**src/hw/scpg_params.svh**
```systemverilog
`ifndef SCPG_PARAMS_SVH
`define SCPG_PARAMS_SVH

// Register byte offsets
`define SCPG_OFS_CTRL      8'h00
`define SCPG_OFS_PEAK      8'h04
`define SCPG_OFS_USTEP     8'h08
`define SCPG_OFS_DAMP      8'h0C
`define SCPG_OFS_IDLE      8'h10
`define SCPG_OFS_AREA0     8'h14
`define SCPG_OFS_AREA5     8'h28
`define SCPG_OFS_TGCFG     8'h2C
`define SCPG_OFS_TGREP     8'h30
`define SCPG_OFS_TGDIST    8'h34
`define SCPG_OFS_TGVEL     8'h38
`define SCPG_OFS_TGCMD     8'h3C
`define SCPG_OFS_STAT      8'h40

// Control register bit positions
`define SCPG_CTRL_FMT      0
`define SCPG_CTRL_DIRPOL   1
`define SCPG_CTRL_ALMHI    2
`define SCPG_CTRL_ENLOW    3
`define SCPG_CTRL_PHEN     4
`define SCPG_CTRL_STEN     5
`define SCPG_CTRL_SMOOTH   6
`define SCPG_CTRL_ENARST   7

// Reset values and limits
`define SCPG_RST_CTRL      8'h14
`define SCPG_RST_PEAK      7'h1E
`define SCPG_PEAK_MIN      7'h01
`define SCPG_PEAK_MAX      7'h52
`define SCPG_RST_USTEP     10'h010
`define SCPG_USTEP_MIN     10'h001
`define SCPG_USTEP_MAX     10'h200
`define SCPG_RST_DAMP      16'h0BB8
`define SCPG_RST_IDLE_PCT  7'h32
`define SCPG_PCT_FULL      7'h64
`define SCPG_RST_IDLE_MS   16'h01F4
`define SCPG_RST_AREA      96'h0080_0080_0000_0000_0000_0000
`define SCPG_RST_TG_INTV   16'h0064
`define SCPG_RST_TG_REP    16'h0001
`define SCPG_RST_TG_DIST   16'h0001
`define SCPG_RST_TG_VEL    24'h009C40
`define SCPG_FULL_STEPS    8'hC8

// Timing
`define SCPG_CLK_NS        25
`define SCPG_MS_NS         1000000
`define SCPG_MS_CYCLES     (`SCPG_MS_NS / `SCPG_CLK_NS)
`define SCPG_FILT_CYCLES   4

`endif

```
**src/hw/scpg_pkg.sv**
```systemverilog
package scpg_pkg;

    typedef enum logic [1:0] {TG_IDLE, TG_MOVE, TG_PAUSE} scpg_tg_state_e;

    typedef struct packed {
        logic [7:0]        ctrl;
        logic [6:0]        peak;
        logic [9:0]        ustep;
        logic [15:0]       damp;
        logic [6:0]        idle_pct;
        logic [15:0]       idle_ms;
        logic [5:0][15:0]  area;
        logic              tg_bidir;
        logic              tg_pos;
        logic [15:0]       tg_intv;
        logic [15:0]       tg_reps;
        logic [15:0]       tg_dist;
        logic [23:0]       tg_vel_cfg;
        logic [31:0]       prdata;
        logic              pslverr;
        logic              alarm;
        logic              ph_lat;
        logic              st_lat;
        logic              ena_prev;
        logic              drv_rst;
        logic [15:0]       ms_cnt;
        logic [15:0]       idle_cnt;
        logic              reduced;
        logic              step;
        logic              dir;
        logic [9:0]        us_pos;
        logic              full_step;
        logic [6:0]        cur_ref;
        scpg_tg_state_e    tg_st;
        logic              tg_dir;
        logic              tg_leg;
        logic [23:0]       tg_vel;
        logic [23:0]       tg_tmr;
        logic [9:0]        tg_us;
        logic [7:0]        tg_fs;
        logic [15:0]       tg_rev;
        logic [15:0]       tg_rep;
        logic [15:0]       tg_pause;
    } scpg_main_s;

    typedef struct packed {
        logic              prev;
    } scpg_edge_s;

endpackage : scpg_pkg

```
**src/hw/scpg_deglitch.sv**
```systemverilog
`timescale 1ns/1ps
`default_nettype none

module scpg_deglitch
    import scpg_pkg::*;
#(
    parameter int CNT_W   = 3,
    parameter int STABLE  = 4
)
(
    input  wire logic pclk,
    input  wire logic presetn,
    input  wire logic en,
    input  wire logic sig,
    output logic      sig_out
);

    localparam logic [CNT_W-1:0] LAST = CNT_W'(STABLE - 1);

    typedef struct packed {
        logic [CNT_W-1:0] cnt;
        logic             lvl;
    } scpg_dg_s;

    scpg_dg_s s_q;
    scpg_dg_s s_d;

    // Level moves only after the input held a new value long enough
    always_comb
    begin
        s_d = s_q;
        if (sig == s_q.lvl)
        begin
            s_d.cnt = '0;
        end
        else if (s_q.cnt == LAST)
        begin
            s_d.lvl = sig;
            s_d.cnt = '0;
        end
        else
        begin
            s_d.cnt = s_q.cnt + CNT_W'(1);
        end
    end

    always_ff @(posedge pclk or negedge presetn)
    begin
        if (!presetn)
        begin
            s_q <= '0;
        end
        else
        begin
            s_q <= s_d;
        end
    end

    // Bypass adds no latency when smoothing is off
    assign sig_out = en ? s_q.lvl : sig;

endmodule : scpg_deglitch

`default_nettype wire

```
**src/hw/scpg_edge_pick.sv**
```systemverilog
`timescale 1ns/1ps
`default_nettype none

module scpg_edge_pick
    import scpg_pkg::*;
(
    input  wire logic pclk,
    input  wire logic presetn,
    input  wire logic fall_sel,
    input  wire logic sig,
    output logic      edge_ev
);

    scpg_edge_s s_q;
    scpg_edge_s s_d;

    always_comb
    begin
        s_d      = s_q;
        s_d.prev = sig;
    end

    always_ff @(posedge pclk or negedge presetn)
    begin
        if (!presetn)
        begin
            s_q <= '0;
        end
        else
        begin
            s_q <= s_d;
        end
    end

    // Edge chosen by switch only
    assign edge_ev = fall_sel ? (s_q.prev & ~sig) : (~s_q.prev & sig);

endmodule : scpg_edge_pick

`default_nettype wire

```
**src/hw/scpg_core.sv**
```systemverilog
// Functional notes
// - Peak current 0.1 to 8.2 A
// - Microsteps per full step 1 to 512
// - Idle longer than limit reduces current
// - Damping coefficient resets to 3000
// - Alarm output polarity is configurable
// - Inputs are pulse/dir or cw/ccw
// - Direction level polarity, pulse/dir mode only
// - Active edge only from selector switch
// - Phase fault alarms only when enabled
// - Stall alarms only when enabled
// - Optional smoothing filter on command inputs
// - Enable toggle clears alarm when allowed
// - Enable input polarity is configurable
// - Anti-resonance active when any setting nonzero
// - Three areas, defaults zero and 128
// - Test motion one-way or back-and-forth
// - Test first direction is selectable
// - Test pause in milliseconds between repeats
// - Test runs configured repeat count
// - Test move distance in revolutions
// - Test velocity sampled at direction change
// - Start/stop command launches or halts test
`timescale 1ns/1ps
`default_nettype none
`include "scpg_params.svh"

module scpg_core
    import scpg_pkg::*;
#(
    parameter int MS_CYCLES  = `SCPG_MS_CYCLES,
    parameter int FILT_STABLE = `SCPG_FILT_CYCLES
)
(
    input  wire logic        pclk,
    input  wire logic        presetn,
    input  wire logic        psel,
    input  wire logic        penable,
    input  wire logic        pwrite,
    input  wire logic [7:0]  paddr,
    input  wire logic [31:0] pwdata,
    input  wire logic [3:0]  pstrb,
    output logic [31:0]      prdata,
    output logic             pready,
    output logic             pslverr,
    input  wire logic        cmd_in_a,
    input  wire logic        cmd_in_b,
    input  wire logic        edge_selector_switch,
    input  wire logic        drive_enable_input,
    input  wire logic        phase_fault_in,
    input  wire logic        stall_in,
    output logic             step_pulse,
    output logic             step_dir,
    output logic             full_step_pulse,
    output logic [6:0]       current_ref,
    output logic [6:0]       peak_current_setting,
    output logic [9:0]       microstep_res,
    output logic [15:0]      electronic_damping_coeff,
    output logic [95:0]      antires_settings,
    output logic             antires_active,
    output logic             alarm_out,
    output logic             drive_enabled,
    output logic             drive_reset_pulse,
    output logic             tg_running
);

    localparam logic [15:0] MS_LAST = 16'(MS_CYCLES - 1);
    scpg_main_s s_q;
    scpg_main_s s_d;
    logic filt_a;
    logic filt_b;
    logic ev_a;
    logic ev_b;
    logic pulse_edge_select;
    // Active edge comes from the switch, never from a register
    assign pulse_edge_select = edge_selector_switch;
    // Ripple filters, one per command line
    scpg_deglitch #(.CNT_W(8), .STABLE(FILT_STABLE)) u_filt_a (.pclk(pclk), .presetn(presetn),
        .en(s_q.ctrl[`SCPG_CTRL_SMOOTH]), .sig(cmd_in_a), .sig_out(filt_a));
    scpg_deglitch #(.CNT_W(8), .STABLE(FILT_STABLE)) u_filt_b (.pclk(pclk), .presetn(presetn),
        .en(s_q.ctrl[`SCPG_CTRL_SMOOTH]), .sig(cmd_in_b), .sig_out(filt_b));
    // Edge detectors behind the filters
    scpg_edge_pick u_edge_a (.pclk(pclk), .presetn(presetn), .fall_sel(pulse_edge_select),
        .sig(filt_a), .edge_ev(ev_a));
    scpg_edge_pick u_edge_b (.pclk(pclk), .presetn(presetn), .fall_sel(pulse_edge_select),
        .sig(filt_b), .edge_ev(ev_b));
    // Zero wait states: read data is prepared in the setup cycle
    assign pready = 1'b1;
    always_comb
    begin
        logic        wr, rd_set, mapped, tg_cmd, enabled, ena_lvl, ph_ev, st_ev;
        logic        ms_tick, ext_step, ext_dir, tg_step, do_step, nxt_dir, move_done;
        logic [31:0] rv;
        logic [31:0] wv;
        logic [2:0]  aidx;
        logic [13:0] prod;
        logic [13:0] quot;
        s_d       = s_q;
        wr        = psel & penable & pwrite;
        rd_set    = psel & ~penable;
        mapped    = 1'b1;
        rv        = 32'h0000_0000;
        wv        = 32'h0000_0000;
        aidx      = 3'(({24'h0, paddr} - {24'h0, `SCPG_OFS_AREA0}) >> 2);
        tg_cmd    = 1'b0;
        tg_step   = 1'b0;
        ext_step  = 1'b0;
        ext_dir   = s_q.dir;
        move_done = 1'b0;
        do_step   = 1'b0;
        nxt_dir   = 1'b0;
        ms_tick   = (s_q.ms_cnt == MS_LAST);
        ena_lvl   = drive_enable_input;
        enabled   = s_q.ctrl[`SCPG_CTRL_ENLOW] ? ~ena_lvl : ena_lvl;
        ph_ev     = phase_fault_in & s_q.ctrl[`SCPG_CTRL_PHEN];
        st_ev     = stall_in & s_q.ctrl[`SCPG_CTRL_STEN];
        prod      = 14'(s_q.peak) * 14'(s_q.idle_pct); // Widened first, so it cannot wrap
        quot      = prod / 14'h64;
        // Read mux and address decode
        unique case (paddr)
            `SCPG_OFS_CTRL:  rv = {24'h0, s_q.ctrl};
            `SCPG_OFS_PEAK:  rv = {25'h0, s_q.peak};
            `SCPG_OFS_USTEP: rv = {22'h0, s_q.ustep};
            `SCPG_OFS_DAMP:  rv = {16'h0, s_q.damp};
            `SCPG_OFS_IDLE:  rv = {s_q.idle_ms, 9'h0, s_q.idle_pct};
            `SCPG_OFS_TGCFG: rv = {s_q.tg_intv, 14'h0, s_q.tg_pos, s_q.tg_bidir};
            `SCPG_OFS_TGREP: rv = {16'h0, s_q.tg_reps};
            `SCPG_OFS_TGDIST: rv = {16'h0, s_q.tg_dist};
            `SCPG_OFS_TGVEL: rv = {8'h0, s_q.tg_vel_cfg};
            `SCPG_OFS_TGCMD: rv = 32'h0000_0000;
            `SCPG_OFS_STAT:  rv = {25'h0, s_q.st_lat, s_q.ph_lat, drive_enabled,
                                   antires_active, s_q.reduced,
                                   (s_q.tg_st != TG_IDLE), s_q.alarm};
            default:
                if (paddr >= `SCPG_OFS_AREA0 && paddr <= `SCPG_OFS_AREA5 && paddr[1:0] == 2'b00)
                    rv = {16'h0, s_q.area[aidx]};
                else
                    mapped = 1'b0;
        endcase
        if (rd_set)
        begin
            s_d.prdata  = pwrite ? 32'h0000_0000 : rv;
            s_d.pslverr = ~mapped;
        end
        // Register writes: byte lanes merge into the old value, then clamp
        if (wr && mapped)
        begin
            for (int i = 0; i < 4; i++)
                wv[i*8 +: 8] = pstrb[i] ? pwdata[i*8 +: 8] : rv[i*8 +: 8];
            unique case (paddr)
                `SCPG_OFS_CTRL:  s_d.ctrl = wv[7:0];
                `SCPG_OFS_PEAK:
                    if (wv[31:7] != 25'h0 || wv[6:0] > `SCPG_PEAK_MAX)
                        s_d.peak = `SCPG_PEAK_MAX;
                    else if (wv[6:0] < `SCPG_PEAK_MIN)
                        s_d.peak = `SCPG_PEAK_MIN;
                    else
                        s_d.peak = wv[6:0];
                `SCPG_OFS_USTEP:
                    if (wv[31:10] != 22'h0 || wv[9:0] > `SCPG_USTEP_MAX)
                        s_d.ustep = `SCPG_USTEP_MAX;
                    else if (wv[9:0] < `SCPG_USTEP_MIN)
                        s_d.ustep = `SCPG_USTEP_MIN;
                    else
                        s_d.ustep = wv[9:0];
                `SCPG_OFS_DAMP:  s_d.damp = wv[15:0];
                `SCPG_OFS_IDLE:
                begin
                    s_d.idle_ms  = wv[31:16];
                    s_d.idle_pct = (wv[6:0] > `SCPG_PCT_FULL) ? `SCPG_PCT_FULL : wv[6:0];
                end
                `SCPG_OFS_TGCFG:
                begin
                    s_d.tg_bidir = wv[0];
                    s_d.tg_pos   = wv[1];
                    s_d.tg_intv  = wv[31:16];
                end
                `SCPG_OFS_TGREP:  s_d.tg_reps = wv[15:0];
                `SCPG_OFS_TGDIST: s_d.tg_dist = wv[15:0];
                `SCPG_OFS_TGVEL:  s_d.tg_vel_cfg = (wv[23:0] == 24'h0) ? 24'h000001 : wv[23:0];
                `SCPG_OFS_TGCMD:  tg_cmd = wv[0];
                `SCPG_OFS_STAT:   tg_cmd = 1'b0;
                default:          s_d.area[aidx] = wv[15:0];
            endcase
        end
        // Millisecond time base
        s_d.ms_cnt = ms_tick ? 16'h0000 : s_q.ms_cnt + 16'h0001;
        // Fault latching; a fault beats an enable-toggle clear
        s_d.ena_prev = ena_lvl;
        s_d.drv_rst  = 1'b0;
        if (s_q.alarm && s_q.ctrl[`SCPG_CTRL_ENARST] && (ena_lvl != s_q.ena_prev))
        begin
            s_d.alarm   = 1'b0;
            s_d.ph_lat  = 1'b0;
            s_d.st_lat  = 1'b0;
            s_d.drv_rst = 1'b1;
        end
        s_d.alarm  = s_d.alarm | ph_ev | st_ev;
        s_d.ph_lat = s_d.ph_lat | ph_ev;
        s_d.st_lat = s_d.st_lat | st_ev;
        // External command decode
        if (!s_q.ctrl[`SCPG_CTRL_FMT])
        begin
            ext_step = ev_a;
            ext_dir  = s_q.ctrl[`SCPG_CTRL_DIRPOL] ? filt_b : ~filt_b;
        end
        else if (ev_a ^ ev_b)
        begin
            ext_step = 1'b1;
            ext_dir  = ev_a;
        end
        // Internal test generator
        unique case (s_q.tg_st)
            TG_IDLE:
                if (tg_cmd && s_q.tg_reps != 16'h0 && s_q.tg_dist != 16'h0)
                begin
                    s_d.tg_st  = TG_MOVE;
                    s_d.tg_dir = s_q.tg_pos;
                    s_d.tg_leg = 1'b0;
                    s_d.tg_vel = s_q.tg_vel_cfg;
                    s_d.tg_tmr = 24'h0;
                    s_d.tg_us  = 10'h0;
                    s_d.tg_fs  = 8'h0;
                    s_d.tg_rev = 16'h0;
                    s_d.tg_rep = 16'h0;
                end
            TG_MOVE:
                if (tg_cmd)
                    s_d.tg_st = TG_IDLE;
                else if (s_q.tg_tmr + 24'h1 >= s_q.tg_vel)
                begin
                    s_d.tg_tmr = 24'h0;
                    tg_step    = 1'b1;
                    s_d.tg_us  = s_q.tg_us + 10'h1;
                    if (s_q.tg_us + 10'h1 >= s_q.ustep)
                    begin
                        s_d.tg_us = 10'h0;
                        s_d.tg_fs = s_q.tg_fs + 8'h1;
                        if (s_q.tg_fs + 8'h1 == `SCPG_FULL_STEPS)
                        begin
                            s_d.tg_fs  = 8'h0;
                            s_d.tg_rev = s_q.tg_rev + 16'h1;
                            move_done  = (s_q.tg_rev + 16'h1 == s_q.tg_dist);
                        end
                    end
                    if (move_done)
                    begin
                        s_d.tg_rev = 16'h0;
                        if (s_q.tg_bidir && !s_q.tg_leg)
                        begin
                            s_d.tg_leg = 1'b1;
                            s_d.tg_dir = ~s_q.tg_dir;
                            s_d.tg_vel = s_q.tg_vel_cfg;
                        end
                        else
                        begin
                            s_d.tg_rep   = s_q.tg_rep + 16'h1;
                            s_d.tg_leg   = 1'b0;
                            s_d.tg_pause = 16'h0;
                            s_d.tg_st    = (s_q.tg_rep + 16'h1 == s_q.tg_reps) ?
                                           TG_IDLE : TG_PAUSE;
                        end
                    end
                end
                else
                    s_d.tg_tmr = s_q.tg_tmr + 24'h1;
            TG_PAUSE:
                if (tg_cmd)
                    s_d.tg_st = TG_IDLE;
                else if (s_q.tg_pause == s_q.tg_intv)
                begin
                    s_d.tg_st  = TG_MOVE;
                    s_d.tg_tmr = 24'h0;
                    if (s_q.tg_bidir)
                    begin
                        s_d.tg_dir = ~s_q.tg_dir;
                        s_d.tg_vel = s_q.tg_vel_cfg;
                    end
                end
                else if (ms_tick)
                    s_d.tg_pause = s_q.tg_pause + 16'h1;
        endcase
        // Motion path: test generator owns the motor while running
        do_step = ((s_q.tg_st != TG_IDLE) ? tg_step : ext_step) & enabled & ~s_q.alarm;
        nxt_dir = (s_q.tg_st != TG_IDLE) ? s_q.tg_dir : ext_dir;
        s_d.step      = do_step;
        s_d.full_step = 1'b0;
        if (do_step)
        begin
            s_d.dir = nxt_dir;
            if (nxt_dir)
            begin
                s_d.us_pos = s_q.us_pos + 10'h1;
                if (s_q.us_pos + 10'h1 >= s_q.ustep)
                begin
                    s_d.us_pos    = 10'h0;
                    s_d.full_step = 1'b1;
                end
            end
            else if (s_q.us_pos == 10'h0 || s_q.us_pos >= s_q.ustep)
            begin
                s_d.us_pos    = s_q.ustep - 10'h1;
                s_d.full_step = 1'b1;
            end
            else
                s_d.us_pos = s_q.us_pos - 10'h1;
        end
        // Idle timer restarts on each accepted step
        if (do_step)
            s_d.idle_cnt = 16'h0;
        else if (ms_tick && s_q.idle_cnt != 16'hFFFF)
            s_d.idle_cnt = s_q.idle_cnt + 16'h1;
        s_d.reduced = ~do_step & (s_q.reduced | (s_q.idle_cnt > s_q.idle_ms));
        // Winding reference: peak, or a share of it while idle
        s_d.cur_ref = s_q.reduced ? quot[6:0] : s_q.peak;
    end
    always_ff @(posedge pclk or negedge presetn)
    begin
        if (!presetn)
        begin
            s_q            <= '0;
            s_q.ctrl       <= `SCPG_RST_CTRL;
            s_q.peak       <= `SCPG_RST_PEAK;
            s_q.ustep      <= `SCPG_RST_USTEP;
            s_q.damp       <= `SCPG_RST_DAMP;
            s_q.idle_pct   <= `SCPG_RST_IDLE_PCT;
            s_q.idle_ms    <= `SCPG_RST_IDLE_MS;
            s_q.area       <= `SCPG_RST_AREA;
            s_q.tg_intv    <= `SCPG_RST_TG_INTV;
            s_q.tg_reps    <= `SCPG_RST_TG_REP;
            s_q.tg_dist    <= `SCPG_RST_TG_DIST;
            s_q.tg_vel_cfg <= `SCPG_RST_TG_VEL;
            s_q.cur_ref    <= `SCPG_RST_PEAK;
            s_q.tg_st      <= TG_IDLE;
        end
        else
        begin
            s_q <= s_d;
        end
    end
    // Outputs from state, except drive_enabled, which follows drive_enable_input
    assign prdata                   = s_q.prdata;
    assign pslverr                  = s_q.pslverr;
    assign step_pulse               = s_q.step;
    assign step_dir                 = s_q.dir;
    assign full_step_pulse          = s_q.full_step;
    assign current_ref              = s_q.cur_ref;
    assign peak_current_setting     = s_q.peak;
    assign microstep_res            = s_q.ustep;
    assign electronic_damping_coeff = s_q.damp;
    assign antires_settings         = s_q.area;
    assign antires_active           = |s_q.area;
    assign alarm_out                = s_q.ctrl[`SCPG_CTRL_ALMHI] ? s_q.alarm : ~s_q.alarm;
    assign drive_enabled            = s_q.ctrl[`SCPG_CTRL_ENLOW] ? ~drive_enable_input
                                                                 : drive_enable_input;
    assign drive_reset_pulse        = s_q.drv_rst;
    assign tg_running               = (s_q.tg_st != TG_IDLE);

endmodule : scpg_core

`default_nettype wire

```
**config.mk**
```make
export PLATFORM = sky130hd
export DESIGN_NAME = scpg_core
export DESIGN_NICKNAME = d
export VERILOG_FILES = /design/src/hw/scpg_pkg.sv /design/src/hw/scpg_deglitch.sv /design/src/hw/scpg_edge_pick.sv /design/src/hw/scpg_core.sv
export VERILOG_INCLUDE_DIRS = /design/src /design/src/hw
export SDC_FILE = /design/constraint.sdc
export NUM_CORES = 1
export LEC_CHECK = 0
export BUFFER_PORTS_ARGS = -buffer_cell sky130_fd_sc_hd__buf_2
export CAP_MARGIN = 10
export CORE_MARGIN = 4
export CORE_UTILIZATION = 61
export CTS_CLUSTER_SIZE = 10
export DETAILED_ROUTE_END_ITERATION = 8
export PLACE_DENSITY = 0.81
export SLEW_MARGIN = 40
export SYNTH_ARGS = -nofsm -noshare
export SYNTH_HDL_FRONTEND = slang
export SYNTH_SLANG_ARGS = --single-unit
```
**constraint.sdc**
```tcl
create_clock -name pclk -period 9.5 [get_ports pclk]
set_input_delay 0.475 -clock pclk [delete_from_list [all_inputs] [get_ports pclk]]
set_output_delay 0.475 -clock pclk [all_outputs]
set_load 0.02 [all_outputs]
```
==> results of run 1 <==
final cells by class:
type / count / area (um^2)
Sequential cell: 463 / 11630
Timing Repair Buffer: 286 / 1660
Multi-Input combinational cell: 2336 / 15250
Tap cell: 607 / 759.5
Antenna cell: 4 / 10.01
Fill cell: 3722 / 15460
Clock inverter: 5 / 115.1
Clock buffer: 96 / 1569
Inverter: 105 / 394.1
path summary, 6_finish.rpt:
kind	from	endpoint
max	peak_current_setting[2]	current_ref[0]
min	phase_fault_in	s_q[174]
max reg2reg	peak_current_setting[2]	current_ref[0]
min reg2reg	s_q[155]	s_q[155]
max in group asynchronous	presetn	current_ref[3]
min in group asynchronous	presetn	antires_settings[85]
layer usage:
layer	up-vias	share of wire [%]
met5	-	0.055
met4	6	5.2
met3	294	8.9
met2	1325	46
met1	12220	40
li1	11300	-
state kept, by name, indices dropped and copies added, names as in the netlist:
| name | cells |
|---|---|
| drive_reset_pulse | 1 |
| peak_current_setting | 7 |
| prdata | 32 |
| step_dir | 1 |
| u_filt_a.s_q | 9 |
| electronic_damping_coeff | 16 |
| u_edge_a.s_q | 1 |
| current_ref | 7 |
| s_q | 270 |
| full_step_pulse | 1 |
| antires_settings | 96 |
| step_pulse | 1 |
| pslverr | 1 |
| u_filt_b.s_q | 9 |
| u_edge_b.s_q | 1 |
| microstep_res | 10 |
cell usage in the layout, fill, tap and decap left out, drive strengths merged, types with 29 or more instances in the layout:
| cell | netlist | final |
|---|---|---|
| a21o | 29 | 29 |
| a21oi | 114 | 114 |
| a22o | 67 | 67 |
| a22oi | 30 | 30 |
| a31oi | 40 | 40 |
| and2 | 49 | 49 |
| and3 | 67 | 67 |
| buf | 193 | 284 |
| clkbuf | 141 | 96 |
| dfrtp | 424 | 424 |
| dfstp | 39 | 39 |
| ha | 123 | 123 |
| inv | 104 | 105 |
| mux2 | 31 | 31 |
| mux2i | 49 | 49 |
| nand2 | 377 | 377 |
| nand2b | 73 | 73 |
| nand3 | 90 | 90 |
| nand4 | 38 | 38 |
| nor2 | 221 | 221 |
| nor3 | 36 | 36 |
| nor4 | 47 | 47 |
| o21ai | 373 | 373 |
| o22ai | 30 | 30 |
| o31ai | 32 | 32 |
| xnor2 | 78 | 78 |
| xor2 | 103 | 103 |
worst register-to-register path: cells and delay by family (launching register included):
kind	cells	cell delay, ns
compound gates	14	3.52
fa+ha+maj	6	2.82
simple gates	5	1.23
flops	1	0.65
mux	1	0.27
buf+inv	3	0.15
power by group through the flow:
stage / clock (mW) / sequential [mW] / combinational [mW]
after floorplan: 0 / 2.14 / 0.529
after global placement: 0 / 2.18 / 0.679
after detailed placement: 0 / 2.18 / 0.703
after CTS: 2.02 / 2.15 / 0.711
after global routing: 2.11 / 2.16 / 0.806
final: 2.01 / 2.15 / 0.724
per-stage QoR:
stage | cells | hold WS, ns | total power, mW | instance area (um^2)
final | 3902 | 0.1086 | 4.886 | 31400
after CTS | 3897 | 0.09708 | 4.880 | 31340
after global placement | 3789 | 0.4535 | 2.856 | 29490
after detailed placement | 3794 | 0.4683 | 2.882 | 29640
after floorplan | 3238 | 0.1794 | 2.665 | 29050
after global routing | 3899 | 0.1113 | 5.071 | 31390
logic make-up (layout without fill, tap and decap cells):
group | Yosys count | after routing | share of synthesized area [%]
AO/OA/AOI/OAI | 853 | 853 | 18.88
XOR/XNOR | 181 | 181 | 5.456
adder cells (fa/ha/maj) | 149 | 149 | 7.024
buffers and inverters | 439 | 492 | 7.950
flip-flops | 463 | 463 | 40.05
multiplexers | 81 | 81 | 2.967
other | 1 | 5 | 0.01291
AND/OR/NAND/NOR | 1071 | 1071 | 17.67
==> results.toml, run 1 <==
[sta]
finalSetupViolCount = 0
rsz0062_at_grt = "false"
max_clock_freq_ghz = 0.1144
period_share_pct = 92.03
slew_violations = 0
timing.final.crit_period_ns = 8.743
hold_viol = 0
worstMarginPinSlew_ns = 0.8164
relSlewSlack_pct = 45.37
fin_tns_setup_ns = 0
fin_ws_ns = 0.7571
skew_ns = 0.03624

[route]
first_iter_violations = 2700
drc_errors = 0
final_antenna_net_count = 0
avgViaCountPerCell = 6.445
vias = 25150
firstDrtPassIters = 8
post_drt_wl_per_cell_um = 21.87
routed_wl_mm = 85.33

[yosys]
synth-seq-cells = 463
synthTopCellsByCount = "dfrtp_1 (424), nand2_1 (377), o21ai_0 (363)"
ys_seq_area_share_pct = 40.05
synth_area_um2 = 29050
ys_warn_count = 0
postSynthCellCount = 3238
synth_area_per_cell_um2 = 8.973
synthArstFlopShare_pct = 100.0
synthTopCellsByArea = "dfrtp_1 (37%), o21ai_0 (6.3%), ha_1 (5.3%)"
syn_nets = 3440
synth-edff-count = 0
yosys.cell_count.top_type = "dfrtp_1"
synth_top_area_share_pct = 36.52
synth_cell_types = 106
synth_flop_cell = "dfrtp_1"
yosys.area.top_type = "dfrtp_1"

[pwr]
p_sw_share_pct = 28.59
pwr-share-seq_pct = 44.0
p_clk_share_pct = 41.2
p_per_area_nw_per_um2 = 155.6
p_sw_mw = 1.397
internal_power_mw = 3.489
p_comb_share_pct = 14.8
peakVddDrop_mv = 0.1492
p_leak_nw = 14.81

[run_status]
outcome = "complete, no violations"

[setup_path]
critPathMostFrequentCell = "fa_1"
crit_path_top_delay_cell = "a2111oi_0"
startpoint_type = "flip-flop"
reg2regPathDepth = 29
critPathCaptureType = "flip-flop"
regToRegSetupSlack_ns = 0.76
slowest_delay_ns = 0.68
critPathRequiredTime_ns = 10.02
path_buf_inv = 3
path_max_fanout = 11
crit_family = "compound AO/OA/AOI/OAI gates"
cp.arrival_ns = 9.27
critical_path_class = "reg2reg"
cp_num_cells = 29

[grt]
grt_pass1_vias = 24650
antenna_found_initial = 7
grt_use_met3_pct = 6.876
grt_use_met1_pct = 43.98
grt_max_degree = 98
top_usage_layer = "met2"
grt_overflow_total = 0
grt_pass1_wl_mm = 134.9
met2_usage_pct = 51.55
grt_use_total_pct = 32.91

[cts]
h-tree-depth = 2
clk_latency_ns = 0.63
clock_path_buffers = 3
hold_buffers = 2
path_clk_slew_ns = 0.06
cts_sinks = 463
numCtsBuffers = 54
cts_resized = 0
cts_tree = "yes"
postCtsSetupBuffers = 0
cts_root_buf = "clkbuf_16"

[cells_and_area]
layout-drive-gt1-share_pct = 15.25
layout-area-overhead-vs-synth_pct = 8.062
postLayoutCoreUtil_pct = 67.01
final_nets = 3448

[min_path]
hold_path.class = "in2reg"
whs_path_depth = 2

[die]
core-area_um2 = 46850
die_height_um = 226.2
initial_core_util_pct = 62.01
die_w_um = 226.2
rows = 79
dieArea_um2 = 51180
io_pins = 233

[placed_design]
dp_slack_ns = 0.9638
portBuffers = 231
place.gp.congestion = 0.9796
dpl.hpwl_mm = 61.51

[run]
maxCapViolCount = 0
(Power assumes the default switching activity.)
==> run 2, diff against run 1 <==
Settings changed: BUFFER_PORTS_ARGS -buffer_cell sky130_fd_sc_hd__buf_2 to default, CORE_UTILIZATION 61 to 65, DONT_BUFFER_PORTS from default to 1.
==> run 2 against run 1 <==
Net effect: the run now ends with hold timing, slew limit left; power decreased by 3.7%; non-clock buffer count down 234; sequential power grew 2%; die area is 5.9% lower; utilization is 0.86 points higher; first-iteration DRC count grew 3.1%; sequential cell count is the same; register-to-register slack worse by 0.04 ns; clock skew down 0.0038 ns; sequential share of layout area increased by 1.7 points; count of clock-buffer cells in the layout did not move; fmax shrank 0.43%; largest power group unchanged; highest routed layer is now met4.
==> results.toml, run 2 (synthesis gave the netlist of run 1 again) <==
[cts]
clk_latency_ns = 0.62
cts_sinks = 463
cts_root_buf = "clkbuf_16"
h-tree-depth = 2
cts_tree = "yes"
path_clk_slew_ns = 0.06
numCtsBuffers = 54
hold_buffers = 5
postCtsSetupBuffers = 0
clock_path_buffers = 3

[run_status]
violations = "hold timing, slew limit"
outcome = "finished, violations left"

[placed_design]
place.gp.congestion = 0.9934
dp_slack_ns = 0.8604
portBuffers = 0
dpl.hpwl_mm = 59.31

[route]
avgViaCountPerCell = 6.594
firstDrtPassIters = 8
drc_errors = 0
final_antenna_net_count = 0
routed_wl_mm = 83.70
post_drt_wl_per_cell_um = 22.94
first_iter_violations = 2785
vias = 24060

[sta]
hold_viol = 424
finalSetupViolCount = 0
period_share_pct = 92.43
relSlewSlack_pct = -20.73
rsz0062_at_grt = "false"
skew_ns = 0.03241
worstMarginPinSlew_ns = 1.811
fin_ws_ns = 0.7191
slew_violations = 220
max_clock_freq_ghz = 0.1139
hold_slack_ns = -0.4031
fin_tns_setup_ns = 0
timing.final.crit_period_ns = 8.781

[die]
die_w_um = 219.4
io_pins = 233
core-area_um2 = 44220
die_height_um = 219.4
rows = 77
dieArea_um2 = 48150
initial_core_util_pct = 65.70

[setup_path]
path_max_fanout = 12
critPathCaptureType = "flip-flop"
startpoint_type = "flip-flop"
cp.arrival_ns = 9.27
critPathMostFrequentCell = "fa_1"
critPathRequiredTime_ns = 9.99
slowest_delay_ns = 0.69
critical_path_class = "reg2reg"
reg2regPathDepth = 29
crit_path_top_delay_cell = "dfrtp_1"

[run]
maxCapViolCount = 0

[cells_and_area]
layout_commonest_cell = "dfrtp_1"
largest_register_ff_count = 270
top_register = "s_q"
final_nets = 3214
layout-area-overhead-vs-synth_pct = 3.307
postLayoutCoreUtil_pct = 67.87
final_cell_mix = "dfrtp_1 (424), nand2_1 (373), o21ai_0 (363)"
layout-drive-gt1-share_pct = 8.475

[pwr]
internal_power_mw = 3.405
p_sw_share_pct = 27.63
p_sw_mw = 1.300
p_total_mw = 4.705
p_leak_nw = 13.53
p_clk_share_pct = 41.4
peakVddDrop_mv = 0.1675
p_comb_share_pct = 12.0
p_per_area_nw_per_um2 = 156.8
pwr-share-seq_pct = 46.6

[grt]
antenna_found_initial = 0
grt_overflow_total = 0
grt_pass1_wl_mm = 131.7
grt_max_degree = 464
grt_use_total_pct = 34.54
grt_pass1_vias = 23530

[min_path]
hold_path.class = "in2async"
==> run 2: changes by cell type in the layout (fill, tap and decap cells not counted), sizes merged <==
cell / delta
diode: -3
bufinv: -1
dlygate4sd3: +3
buf: -237
clkinvlp: +1
clkinv: -1
==> run 2: area by class of cell <==
| type | count | area (um^2) |
|---|---|---|
| timing repair buffer | 52 | 406.6 |
| inverter | 105 | 394.1 |
| fill | 3428 | 14210 |
| multi-input combinational | 2336 | 15220 |
| sequential | 463 | 11630 |
| antenna | 1 | 2.502 |
| tap | 592 | 740.7 |
| clock buffer | 96 | 1539 |
| clock inverter | 4 | 73.82 |
==> run 2: stage by stage <==
stage,hold WS (ns),area [um^2],std cells
2_1_floorplan,0.1794,29050,3238
3_5_place_dp,0.2072,28330,3543
4_1_cts,-0.4422,29990,3648
5_1_grt,-0.4468,30010,3648
6_report,-0.4031,30020,3649
3_3_place_gp,0.2061,28290,3541
==> run 2: power groups by stage <==
stage / sequential, mW / clock [mW] / combinational (mW)
CTS: 2.19 / 1.97 / 0.558
global route: 2.20 / 2.06 / 0.634
floorplan: 2.14 / 0 / 0.529
finish: 2.19 / 1.95 / 0.564
global placement: 2.22 / 0 / 0.540
detailed placement: 2.22 / 0 / 0.552
==> run 2: final timing paths <==
| path | startpoint | endpoint | slack (ns) |
|---|---|---|---|
| min in group pclk | stall_in | s_q[175] | 0.02 |
| worst max-delay path | peak_current_setting[0] | current_ref[0] | 0.72 |
| worst min register to register | u_filt_a.s_q[1] | u_filt_a.s_q[1] | 0.48 |
| worst min-delay path | presetn | u_filt_a.s_q[6] | -0.40 |
| max in group asynchronous | presetn | s_q[38] | 8.47 |
| worst max register to register | peak_current_setting[0] | current_ref[0] | 0.72 |
==> run 2: metal layers <==
layer / routed length (um) / track usage (%)
met1: 32170 / 43.86
met2: 38770 / 55.37
met3: 8582 / 9.416
met4: 4181 / 15.86
met5: 0 / 0
==> run 2: timing repair <==
action	CTS	global route
endpoints found under the setup margin	0	0
gates resized for setup	0	0
hold endpoints to repair	469	449
==> run 2: critical path: cells and delay by family (launching register included) <==
kind | cells | cell delay, ns
AOI/OAI and AO/OA | 15 | 3.97
adders and majority gates | 5 | 2.53
and+or+nand+nor | 6 | 1.28
DFF | 1 | 0.69
buffers and inverters | 3 | 0.16
